## config.mk

```make
export PLATFORM = sky130hd
export DESIGN_NAME = gpb_ctrl
export DESIGN_NICKNAME = d
export VERILOG_FILES = /design/src/design/gpb_pkg.sv /design/src/design/gpb_irq_route.sv /design/src/design/gpb_ctrl.sv
export SDC_FILE = /design/constraint.sdc
export NUM_CORES = 1
export LEC_CHECK = 0
export ABC_AREA = 1
export BUFFER_PORTS_ARGS = -buffer_cell sky130_fd_sc_hd__clkbuf_2
export CAP_MARGIN = 20
export CORE_MARGIN = 10
export CORE_UTILIZATION = 45
export DETAILED_ROUTE_END_ITERATION = 8
export PLACE_DENSITY = 0.72
export SLEW_MARGIN = 20
export SYNTH_ARGS = -nofsm -noshare
export SYNTH_HDL_FRONTEND = slang
export SYNTH_HIERARCHICAL = 1
export SYNTH_SLANG_ARGS = --single-unit
```

## constraint.sdc

```tcl
create_clock -name clk_in -period 1.7 [get_ports clk_in]
set_clock_uncertainty 0.1 [all_clocks]
set_input_delay 0.085 -clock clk_in [delete_from_list [all_inputs] [get_ports clk_in]]
set_output_delay 0.085 -clock clk_in [all_outputs]
set_load 0.05 [all_outputs]
```

## src/design/gpb_pkg.sv

```systemverilog
// package: constants and carrier types for the general-purpose bus controller
// Functional notes
// each interrupt input routes to any channel or NMI
// peripheral raises its interrupt request when needing service
// per-input setting inverts sensed interrupt polarity
// wide select early makes a 16-bit memory cycle
// read strobe marks memory read; device drives data
// write strobe marks memory write; device latches data
// ready low inserts wait states until high
// ready line driven only by open-drain peripherals
// bus reset output resets all attached devices
// terminal count asserted on final DMA transfer
// byte-high enable when upper byte lane used
// buffer enable on external accesses, never internal echo
// without wide select, 8-bit cycle on low lane
`default_nettype none
package gpb_pkg;
	localparam int unsigned CLK_PERIOD_NS = 10;
	localparam int unsigned SETUP_NS = 30;
	localparam int unsigned STROBE_MIN_NS = 20;
	localparam int unsigned SETUP_CYC = (SETUP_NS + CLK_PERIOD_NS - 1) / CLK_PERIOD_NS;
	localparam int unsigned STROBE_CYC = (STROBE_MIN_NS + CLK_PERIOD_NS - 1) / CLK_PERIOD_NS;
	localparam int unsigned CNT_W = 3;
	localparam logic [2:0] SETUP_LOAD = 3'(SETUP_CYC - 1);
	localparam logic [2:0] STROBE_LOAD = 3'(STROBE_CYC - 1);
	localparam int unsigned ADDR_W = 24;
	localparam int unsigned DATA_W = 16;
	localparam int unsigned BYTE_W = 8;
	localparam int unsigned IRQ_N = 11;
	localparam int unsigned CHAN_N = 15;
	localparam int unsigned ROUTE_W = 4;
	localparam logic [3:0] ROUTE_NMI = 4'hF;
	localparam logic [7:0] HIGH_FILL = 8'h00;

	typedef enum logic [1:0] {
		GPB_IDLE = 2'b00,
		GPB_SETUP = 2'b01,
		GPB_STROBE = 2'b10,
		GPB_RECOV = 2'b11
	} gpb_state_t;

	typedef struct packed {
		logic [23:0] addr;
		logic write;
		logic want16;
		logic internal;
		logic dma_last;
		logic [15:0] wdata;
	} gpb_req_t;

	typedef struct packed {
		logic [15:0] rdata;
		logic wide;
	} gpb_resp_t;
endpackage
`default_nettype wire

```

## src/design/gpb_irq_route.sv

```systemverilog
// module: interrupt input synchroniser, polarity inversion and routing
`default_nettype none
module gpb_irq_route (
	// clock and reset
	input wire logic clk_in,
	input wire logic resetn_in,
	// pins and configuration
	input wire logic [10:0] ext_irq_in,
	input wire logic [10:0] irq_invert_in,
	input wire logic [10:0][3:0] irq_route_in,
	// routed requests
	output logic [14:0] irq_chan_out,
	output logic nmi_out
);
	logic [10:0] irq_s1;
	logic [10:0] irq_s2;
	logic [10:0] irq_level;

	function automatic logic [10:0] route_hit(input logic [10:0][3:0] routes, input logic [3:0] code);
		logic [10:0] hit;
		hit = '0;
		for (int i = 0; i < gpb_pkg::IRQ_N; i++) begin
			hit[i] = (routes[i] == code);
		end
		return hit;
	endfunction

	always_ff @(posedge clk_in) begin
		if (!resetn_in) begin
			irq_s1 <= '0;
			irq_s2 <= '0;
		end else begin
			irq_s1 <= ext_irq_in;
			irq_s2 <= irq_s1;
		end
	end

	assign irq_level = irq_s2 ^ irq_invert_in;

	genvar c;
	generate
		for (c = 0; c < gpb_pkg::CHAN_N; c++) begin : g_chan
			always_ff @(posedge clk_in) begin
				if (!resetn_in) begin
					irq_chan_out[c] <= 1'b0;
				end else begin
					irq_chan_out[c] <= |(irq_level & route_hit(irq_route_in, 4'(c)));
				end
			end
		end
	endgenerate

	always_ff @(posedge clk_in) begin
		if (!resetn_in) begin
			nmi_out <= 1'b0;
		end else begin
			nmi_out <= |(irq_level & route_hit(irq_route_in, gpb_pkg::ROUTE_NMI));
		end
	end
endmodule
`default_nettype wire

```

## src/design/gpb_ctrl.sv

```systemverilog
// module: general-purpose bus memory cycle controller
`default_nettype none
module gpb_ctrl (
	// clock and reset
	input wire logic clk_in,
	input wire logic resetn_in,
	// internal request and answer
	input wire logic req_valid_in,
	input wire gpb_pkg::gpb_req_t req_in,
	output logic req_ready_out,
	output logic resp_valid_out,
	output gpb_pkg::gpb_resp_t resp_out,
	input wire logic bus_reset_req_in,
	// interrupt configuration and routed requests
	input wire logic [10:0] irq_invert_in,
	input wire logic [10:0][3:0] irq_route_in,
	output logic [14:0] irq_chan_out,
	output logic nmi_out,
	// bus pins
	output logic [23:0] addr_out,
	output logic [15:0] data_out,
	output logic data_oe_out,
	input wire logic [15:0] data_in,
	output logic mem_read_strobe_out,
	output logic mem_write_strobe_out,
	output logic byte_high_enable_out,
	output logic data_buffer_oe_out,
	output logic bus_reset_out,
	output logic dma_terminal_count_out,
	input wire logic mem_wide_select_in,
	input wire logic bus_ready_in,
	input wire logic [10:0] ext_irq_in
);
	gpb_pkg::gpb_state_t state;
	gpb_pkg::gpb_req_t cur;
	logic [2:0] cnt;
	logic wide_cyc;
	logic rdy_s1;
	logic rdy;
	logic wide_s1;
	logic wide_s;
	logic strobe_done;

	gpb_irq_route u_irq (
		.clk_in(clk_in),
		.resetn_in(resetn_in),
		.ext_irq_in(ext_irq_in),
		.irq_invert_in(irq_invert_in),
		.irq_route_in(irq_route_in),
		.irq_chan_out(irq_chan_out),
		.nmi_out(nmi_out)
	);

	// pin synchronisers
	always_ff @(posedge clk_in) begin
		if (!resetn_in) begin
			rdy_s1 <= 1'b1;
			rdy <= 1'b1;
			wide_s1 <= 1'b0;
			wide_s <= 1'b0;
		end else begin
			rdy_s1 <= bus_ready_in;
			rdy <= rdy_s1;
			wide_s1 <= mem_wide_select_in;
			wide_s <= wide_s1;
		end
	end

	always_ff @(posedge clk_in) begin
		if (!resetn_in) begin
			bus_reset_out <= 1'b1;
		end else begin
			bus_reset_out <= bus_reset_req_in;
		end
	end

	assign req_ready_out = (state == gpb_pkg::GPB_IDLE) && !bus_reset_out;
	assign strobe_done = (state == gpb_pkg::GPB_STROBE) && (cnt == '0) && rdy;

	// cycle sequencer
	always_ff @(posedge clk_in) begin
		if (!resetn_in) begin
			state <= gpb_pkg::GPB_IDLE;
			cnt <= '0;
		end else begin
			case (state)
				gpb_pkg::GPB_IDLE: begin
					if (req_valid_in && req_ready_out) begin
						state <= gpb_pkg::GPB_SETUP;
						cnt <= gpb_pkg::SETUP_LOAD;
					end
				end
				gpb_pkg::GPB_SETUP: begin
					if (cnt == '0) begin
						state <= gpb_pkg::GPB_STROBE;
						cnt <= gpb_pkg::STROBE_LOAD;
					end else begin
						cnt <= cnt - 3'h1;
					end
				end
				gpb_pkg::GPB_STROBE: begin
					if (cnt != '0) begin
						cnt <= cnt - 3'h1;
					end else if (rdy) begin
						state <= gpb_pkg::GPB_RECOV;
					end
				end
				gpb_pkg::GPB_RECOV: begin
					state <= gpb_pkg::GPB_IDLE;
				end
				default: begin
					state <= gpb_pkg::GPB_IDLE;
				end
			endcase
		end
	end

	// request latch and bus address and write data
	always_ff @(posedge clk_in) begin
		if (!resetn_in) begin
			cur <= '0;
			addr_out <= '0;
			data_out <= '0;
		end else if (req_valid_in && req_ready_out) begin
			cur <= req_in;
			addr_out <= req_in.addr;
			data_out <= req_in.wdata;
		end
	end

	// width decision at end of setup
	always_ff @(posedge clk_in) begin
		if (!resetn_in) begin
			wide_cyc <= 1'b0;
		end else if (state == gpb_pkg::GPB_SETUP && cnt == '0) begin
			wide_cyc <= cur.want16 && wide_s;
		end
	end

	// answer
	always_ff @(posedge clk_in) begin
		if (!resetn_in) begin
			resp_valid_out <= 1'b0;
			resp_out <= '0;
		end else begin
			resp_valid_out <= strobe_done;
			if (strobe_done) begin
				resp_out.wide <= wide_cyc;
				if (!cur.write) begin
					resp_out.rdata <= wide_cyc ? data_in : {gpb_pkg::HIGH_FILL, data_in[7:0]};
				end
			end
		end
	end

	assign mem_read_strobe_out = (state == gpb_pkg::GPB_STROBE) && !cur.write;
	assign mem_write_strobe_out = (state == gpb_pkg::GPB_STROBE) && cur.write;
	assign data_oe_out = cur.write && (state == gpb_pkg::GPB_SETUP || state == gpb_pkg::GPB_STROBE);
	assign byte_high_enable_out = (state == gpb_pkg::GPB_STROBE) && wide_cyc;
	assign data_buffer_oe_out = (state != gpb_pkg::GPB_IDLE) && !cur.internal;
	assign dma_terminal_count_out = (state == gpb_pkg::GPB_STROBE) && cur.dma_last;
endmodule
`default_nettype wire

```

==> results of run 1 <==
-- power groups by stage --
stage | registers [W] | logic (W) | clock network, W
2_1_floorplan | 0.00353 | 0.00137 | 0
3_3_place_gp | 0.00302 | 0.00258 | 0
3_5_place_dp | 0.00303 | 0.00260 | 0
4_1_cts | 0.00298 | 0.00280 | 0.00217
5_1_grt | 0.00301 | 0.00315 | 0.00227
6_report | 0.00299 | 0.00286 | 0.00212
-- flip-flops by register name, summed over array words and instances, names as in the netlist, 2 cells and up --
signal,cells
addr_out,24
resp_out,17
u_irq/irq_chan_out,15
cnt,3
u_irq/irq_s2,11
data_out,16
cur,4
u_irq/irq_s1,11
state,2
-- Yosys cell counts (all sizes together) --
master  instances
a21oi          57
buf            31
clkbuf          8
dfxtp         111
ha              7
inv           146
nand2         432
nand3         125
nand3b          8
nand4           1
nor2          241
o21ai          10
or2             3
xnor2           1
-- metrics by stage --
stage               cell area (um^2)  worst slack [ns]  total power (W)  util [%]  hold WS, ns
floorplan                       6733            0.1427         0.004908         -      0.07845
global route                    9112           0.01319         0.008434     62.46       0.1326
CTS                             9089          0.004765         0.007941     62.30      0.09099
finish                          9125           0.09037         0.007967     62.55       0.1151
detailed placement              7976            0.1383         0.005629     54.67       0.1701
global placement                7976            0.1769         0.005598     54.67       0.1654
-- layout by cell type (no fill, tap or decap), types with 5 or more instances in the layout --
cell           count
ha_1               5
nand2_1          423
nand3_1          123
inv_2              8
inv_1            136
dfxtp_1          109
o21ai_0            5
nand3b_1           8
dlygate4sd3_1     75
buf_12             5
clkbuf_2         207
a21oi_1           56
buf_4             11
nand2_2            8
clkbuf_16          9
diode_2            6
nor2_1           236
-- area by class of cell --
cell class / count / share of cell area (%)
multi-input combinational: 885 / 41.29
sequential: 111 / 24.38
timing repair buffer: 303 / 22.30
inverter: 146 / 6.061
tap: 184 / 2.523
clock buffer: 9 / 2.468
clock inverter: 7 / 0.8227
antenna: 6 / 0.1645
-- routing by layer --
layer / part of all wire [%] / wire (um) / up-vias
li1: - / - / 4141
met5: 0 / 0 / -
met4: 3.2 / 758 / 0
met2: 47 / 11090 / 385
met1: 40 / 9370 / 3550
met3: 11 / 2493 / 57
-- logic make-up after synthesis --
kind of cell | count (synthesis) | share of synthesized area, %
xor gates and xnor gates | 1 | 0.2417
AOI/OAI and AO/OA | 67 | 5.148
adders and majority gates | 7 | 1.301
buffers and inverters | 185 | 11.34
and+or+nand+nor | 810 | 48.97
DFF | 111 | 33.00
-- worst max-delay path, stage by stage, from the launching register on --
cell and delay, ns:
dfxtp_2 0.39, inv_4 0.06, ha_2 0.18, buf_4 0.14
nand2_1 0.06, inv_1 0.03, clkbuf_4 0.20
-- path summary, 6_finish.rpt --
kind | slack (ns) | cells past startpoint | startpoint | end
worst max-delay path | 0.09 | 6 | state[0] | dma_terminal_count_out
worst min-delay path | 0.12 | 3 | req_valid_in | data_out[2]
worst max register to register | 0.15 | 8 | state[0] | resp_out[10]
worst min register to register | 0.31 | 2 | u_irq/irq_s1[5] | u_irq/irq_s2[5]
-- what timing repair did --
item	in CTS	in global routing
endpoints found under the hold margin	75	0
buffers inserted	2	0
gates resized for setup	14	12
hold buffers	75	0
pin swaps	0	0
setup endpoints to repair	7	15
==> summary.md, run 1 <==
| Metric | Value |
|---|---|
| H-tree Lvls | `3` |
| Area grow syn2layout | `35.53%` |
| CTS Buffer Depth | `2` |
| NumNets Final | `1595` |
| Post-detailed-placement half-perimeter wirelength | `about 18 mm` |
| Initial Utilization | `46.15%` |
| Share of post-route cells with drive strength above 1 | `19.23%` |
| Period utilization | `94.68%` |
| GRT Residual Overflow | `0` |
| Synth warn | `6` |
| Vias per cell | `4.926` |
| GR Layer Usage met3 | `under 10%` |
| Grt met2 use | `36.31%` |
| Crit start category | `flop` |
| Seq/Total Area, Yosys | `33.01%` |
| Post-Syn Area | `0.006733 mm^2` |
| Max_cap viols | `0` |
| CTS Sinks | `111` |
| Reg power frac | `37.5%` |
| Non-Filler Instances | `1651` |
| Fmax | `621.3 MHz` |
| Avg Cell Area, Syn | `between 5 and 6 um^2` |
| Row count | `44` |
| Power share of the clock group | `26.6%` |
| P_int | `0.004808 W` |
| Initial antenna violation count | `1` |
| Worst slew margin | `roughly 52%` |
| Synth top area share | `33.01%` |
| Cell taking the most area after synthesis | `dfxtp_1` |
| First-pass GRT wire length | `~38 mm` |
| Status | `completed` |
| Placed cell count | `1552` |
| Multi-input gate area | `0.003767 mm^2` |
| Met1 GRT Util | `27.51%` |
| I/O Buffers | `213` |
| Num ports | `214` |
| Fillcell total | `roughly 1400` |
| Pwr per Cell Area | `873.1 mW/mm^2` |
| Net Count, Synth | `1320` |
| Clock Latency Late Sink | `roughly 0.36 ns` |
| Pin count of the biggest net entering global routing | `45` |
| CP required | `1.51 ns` |
| Core outline area | `0.01459 mm^2` |
| Final GP Congestion | `0.9640` |
| Vias in the first global route | `7724` |
| Crit path time final | `1.610 ns` |
| Logic gate share of total power | `between 30% and 40%` |
| Post-synthesis register bit count | `111` |
| Sw Share | `about 40%` |
| CP max FO | `5` |
| Peak VDD IR | `0.5218 mV` |
| Drt first pass iters | `5` |
| Distinct cells, synth | `25` |
| Routed wire per std cell | `14.36 um` |
| Number of routed nets with antenna violations | `0` |
| Die Area | `0.02025 mm^2` |
| Worst-margin pin slew | `between 0.7 and 0.8 ns` |
| DR DRC count | `0` |
| Setup CP Type | `flop to output port` |
| Crit end category | `output port` |
| Pins Over Slew Limit | `0` |
| RSZ-0062 raised after global routing | `no` |
| Total CTS buffers | `9` |
| GRT busiest layer | `met2` |
| Hold crit path type | `primary input to flop` |
| Vias | `8133` |
| Synth top area cells | `dfxtp_1 (33%), nand2_1 (24%), nor2_1 (13%), nand3_1 (9.1%), inv_1 (7.7%)` |
| P_sw | `between 0.003 and 0.004 W` |
| Leakage | `5.033 nW` |
| Final wirelength | `23.72 mm` |
| CTS tree | `done` |
| Register area | `approximately 0.0022 mm^2` |
| Gr usage total | `22.65%` |
| Gate Count Post-Synth | `1181` |
| Chip height | `142.3 um` |
| Root buffer cell | `clkbuf_16` |
| DIE WIDTH | `142.3 um` |
| Setup_tns | `0 ns` |
| CP Data Arrival Time | `1.42 ns` |
| DRT iter0 DRCs | `749` |
| CTS clock-pin slew for the worst setup and hold paths | `approximately 0.080 ns` |
| Final hold vios | `0` |
| Final setup violation count | `0` |
Power figures use the tool's default switching activity.
==> run 2, diff against run 1 <==
SYNTH_HIERARCHICAL = not set   (was 1)
==> run 2 against run 1 <==
Maximum frequency shrank 4.0%. Sequential share of layout area grew 0.54 points. Setup slack lost 0.066 ns. Largest cell class unchanged. Worst hold slack lost 0.058 ns. Area after synthesis shrank 2.3%. Register-to-register slack lost 0.07 ns. Global-route usage shrank 1.1 points. Critical path depth shrank 1. Clock power grew 2%.
==> summary.md, run 2 <==
| Metric | Value |
|---|---|
| Worst-margin pin slew | `0.5356 ns (-0.1798 ns)` |
| CP bufs+invs | `3 (-1)` |
| Asr flop ratio synth | `0% (unchanged)` |
| Largest family of logic cells by synthesized area | `simple AND/OR/NAND/NOR gates` |
| Ys flop type | `dfxtp_1` |
| Share of post-route cells with drive strength above 1 | `19.30% (+0.070 points)` |
| Dpl ws | `0.001133 ns (-0.1371 ns)` |
| Period utilization | `98.59% (+3.9 points)` |
| Cell taking the most area after synthesis | `dfxtp_1` |
| Avg Cell Area, Syn | `5.698 um^2 (about the same)` |
| Synth top area share | `33.80% (+0.79 points)` |
| Commonest non-fill, non-tap cell in the layout | `nand2_1` |
| Post-synthesis register bit count | `111 (unchanged)` |
| DIE WIDTH | `140.9 um (-1.0%)` |
| First-pass GRT wire length | `34.98 mm (-7.5%)` |
| Delay of the slowest critical-path stage | `0.38 ns (about the same)` |
| DR DRC count | `0 (unchanged)` |
| Leakage | `4.942 nW (-1.8%)` |
| Clock Latency Late Sink | `0.36 ns (about the same)` |
| Synth top area cells | `dfxtp_1 (34%), nand2_1 (26%), nor2_1 (13%), inv_1 (7.3%), nand3_1 (6.5%)` |
| Root buffer cell | `clkbuf_16` |
| RSZ-0062 raised after global routing | `yes` |
| NumNets Final | `1569 (-1.6%)` |
| Adder-cell area share of the yosys netlist | `1.332% (+0.031 points)` |
| Vias | `7783 (-4.3%)` |
| Crit end category | `output port` |
| Status | `completed` |
| Placed cell count | `1525 (-1.7%)` |
| CTS Sinks | `111 (unchanged)` |
| Synth Area in Simple Gates | `48.26% (-0.71 points)` |
| Number of routed nets with antenna violations | `0 (unchanged)` |
| Distinct cells, synth | `22 (-12%)` |
| Gate Count Post-Synth | `1154 (-2.3%)` |
| Count leader, synth | `nand2_1` |
| Row count | `44 (unchanged)` |
| Worst slew margin | `64.30% (+12 points)` |
| H-tree Lvls | `3 (unchanged)` |
| Peak VDD IR | `0.7164 mV (+37%)` |
| Routed wire per std cell | `14.22 um (-1.0%)` |
| Synth warn | `0 (-6)` |
| Chip height | `140.9 um (-1.0%)` |
| Final wirelength | `23.03 mm (-2.9%)` |
| Crit path max-delay family | `flip-flops` |
| Setup ws final | `0.02399 ns (-0.06638 ns)` |
| Most instantiated cells after synthesis | `nand2_1 (458), nor2_1 (228), inv_1 (128)` |
| CP max stage cell | `dfxtp_4` |
| GRT Residual Overflow | `0 (unchanged)` |
| Commonest non-fill, non-tap cells in the layout | `nand2_1 (456), nor2_1 (226), clkbuf_2 (207)` |
| Gr usage total | `21.53% (-1.1 points)` |
| Total power | `0.007559 W (-5.1%)` |
| CP required | `1.51 ns (about the same)` |
| Hold_ws | `0.05710 ns (-0.05800 ns)` |
| Final hold vios | `0 (unchanged)` |
| Seq/Total Area, Yosys | `33.80% (+0.79 points)` |
| Initial Utilization | `45.58% (-0.56 points)` |
| DRT iter0 DRCs | `636 (-15%)` |
| Crit start category | `flop` |
| Largest regs | `addr_out: 24 flops, resp_out: 17 flops, data_out: 16 flops` |
| Drt first pass iters | `5 (unchanged)` |
| Initial antenna violation count | `1 (unchanged)` |
| Pwr per Cell Area | `846.0 mW/mm^2 (-3.1%)` |
| Post-Syn Area | `0.006575 mm^2 (-2.3%)` |
| Final setup violation count | `0 (unchanged)` |
| CTS tree | `done` |
| Die Area | `0.01985 mm^2 (-2.0%)` |
| Synth Area in Compound Gates | `5.557% (+0.41 points)` |
| Net Count, Synth | `1293 (-2.0%)` |
| Multi-input gate area | `0.003661 mm^2 (-2.8%)` |
| Post-detailed-placement half-perimeter wirelength | `16.78 mm (-5.1%)` |
| Area grow syn2layout | `35.91%` |
| Number of synthesized flops with an enable pin | `0 (unchanged)` |
| Fmax | `596.7 MHz (-4.0%)` |
| Final GP Congestion | `0.9666 (+0.27%)` |
| CP max FO | `5 (unchanged)` |
| CP dominant cell by count | `inv_1` |
| Max FFs per register | `24 (unchanged)` |
| Non-Filler Instances | `1620 (-1.9%)` |
| Synth Area in XOR/XNOR | `0% (-0.24 points)` |
| Fillcell total | `1396 (+2.3%)` |
| Setup CP Type | `flop to output port` |
| Vias per cell | `4.804 (-2.5%)` |
| Pin count of the biggest net entering global routing | `51 (+13%)` |
| Hold crit path type | `primary input to flop` |
| Num ports | `214 (unchanged)` |
| I/O Buffers | `213 (unchanged)` |
| CTS clock-pin slew for the worst setup and hold paths | `0.08 ns (about the same)` |
| Crit path time final | `1.676 ns (+0.06638 ns)` |
| Max_cap viols | `0 (unchanged)` |
| CP Cell Sequence | `inv_1 -> ha_4 -> nand2_1 -> inv_1 -> buf_8` |
| CP Data Arrival Time | `1.49 ns (+0.07 ns)` |
| Register area | `0.002227 mm^2 (+0.11%)` |
| CTS Buffer Depth | `2 (unchanged)` |
| Setup_tns | `0 ns (unchanged)` |
| Core outline area | `0.01442 mm^2 (-1.1%)` |
| Total CTS buffers | `9 (unchanged)` |
| Reg with most FFs | `addr_out` |
| Post-synthesis mux area share | `0% (unchanged)` |
| Vias in the first global route | `7197 (-6.8%)` |
| Pins Over Slew Limit | `0 (unchanged)` |
-- run 2: cell types whose count changed in the layout (fill, tap and decap cells not counted), moves of 3 or more --
cell,before,now
o21ai_0,5,14
o21ai_1,3,0
nor2_1,236,226
nand3_1,123,86
nand2_1,423,456
a21oi_1,56,59
inv_1,136,127
nand3b_1,8,0
diode_2,6,1
-- run 2: worst register-to-register path, stage by stage (launching register included) --
cell and delay [ns]:
dfxtp_1 0.33, inv_1 0.04, nand2_1 0.05, nand2_1 0.20, nand2_1 0.18, nor2_1 0.06
nor2_1 0.27, nand3_1 0.18, nand2_1 0.09, inv_1 0.04
-- run 2: routing by layer --
layer / GRT usage [%] / wire (um) / vias up
li1: - / - / 4031
met1: 26.24 / 9627 / 3398
met2: 35.57 / 10830 / 316
met3: 6.752 / 2052 / 38
met4: 6.196 / 518 / 0
met5: 0 / 0 / -
-- run 2: layout make-up --
cell class | instances | area share (%)
clock inverter | 7 | 0.8541
clock buffer | 9 | 2.520
timing repair buffer | 299 | 22.25
tap | 184 | 2.576
multi-input combinational | 871 | 40.97
inverter | 138 | 5.881
antenna | 1 | 0.02800
sequential | 111 | 24.92
-- run 2: final timing paths --
kind	start	end	slack [ns]	cells past startpoint
worst min-delay path	resetn_in	resp_out[11]	0.06	3
worst min register to register	u_irq.irq_s1[6]	u_irq.irq_s2[6]	0.31	2
worst max register to register	u_irq.irq_s2[2]	u_irq.irq_chan_out[12]	0.08	9
worst max-delay path	state[1]	data_oe_out	0.02	5
-- run 2: where the power goes --
part / total, W / leakage (nW) / internal (W) / switching, W
Sequential: 0.00291 / 0.908 / 0.00280 / 0.000110
Combinational: 0.00249 / 3.89 / 0.000812 / 0.00167
Clock: 0.00216 / 0.140 / 0.00104 / 0.00112
-- run 2: through the flow --
stage               cell area (um^2)  util (%)
floorplan                       6575         -
global placement                7765     53.83
detailed placement              7765     53.83
CTS                             8853     61.38
global route                    8936     61.95
finish                          8936     61.95
-- run 2: kinds of logic (layout without fill, tap and decap cells) --
| kind of cell | count (synthesis) | in the layout |
|---|---|---|
| other | 0 | 1 |
| buffers and inverters | 172 | 453 |
| adder cells (fa/ha/maj) | 7 | 7 |
| AND/OR/NAND/NOR | 791 | 791 |
| flip-flops | 111 | 111 |
| AO/OA/AOI/OAI | 73 | 73 |
-- run 2: repair_timing --
item                                   4_1_cts  5_1_grt
buffers inserted                             0        3
setup endpoints to repair                    7       31
pin swaps                                    0        2
hold buffers                                74        0
endpoints found under the hold margin       74        0
resized for setup                           12       12
gates cloned                                 0        1
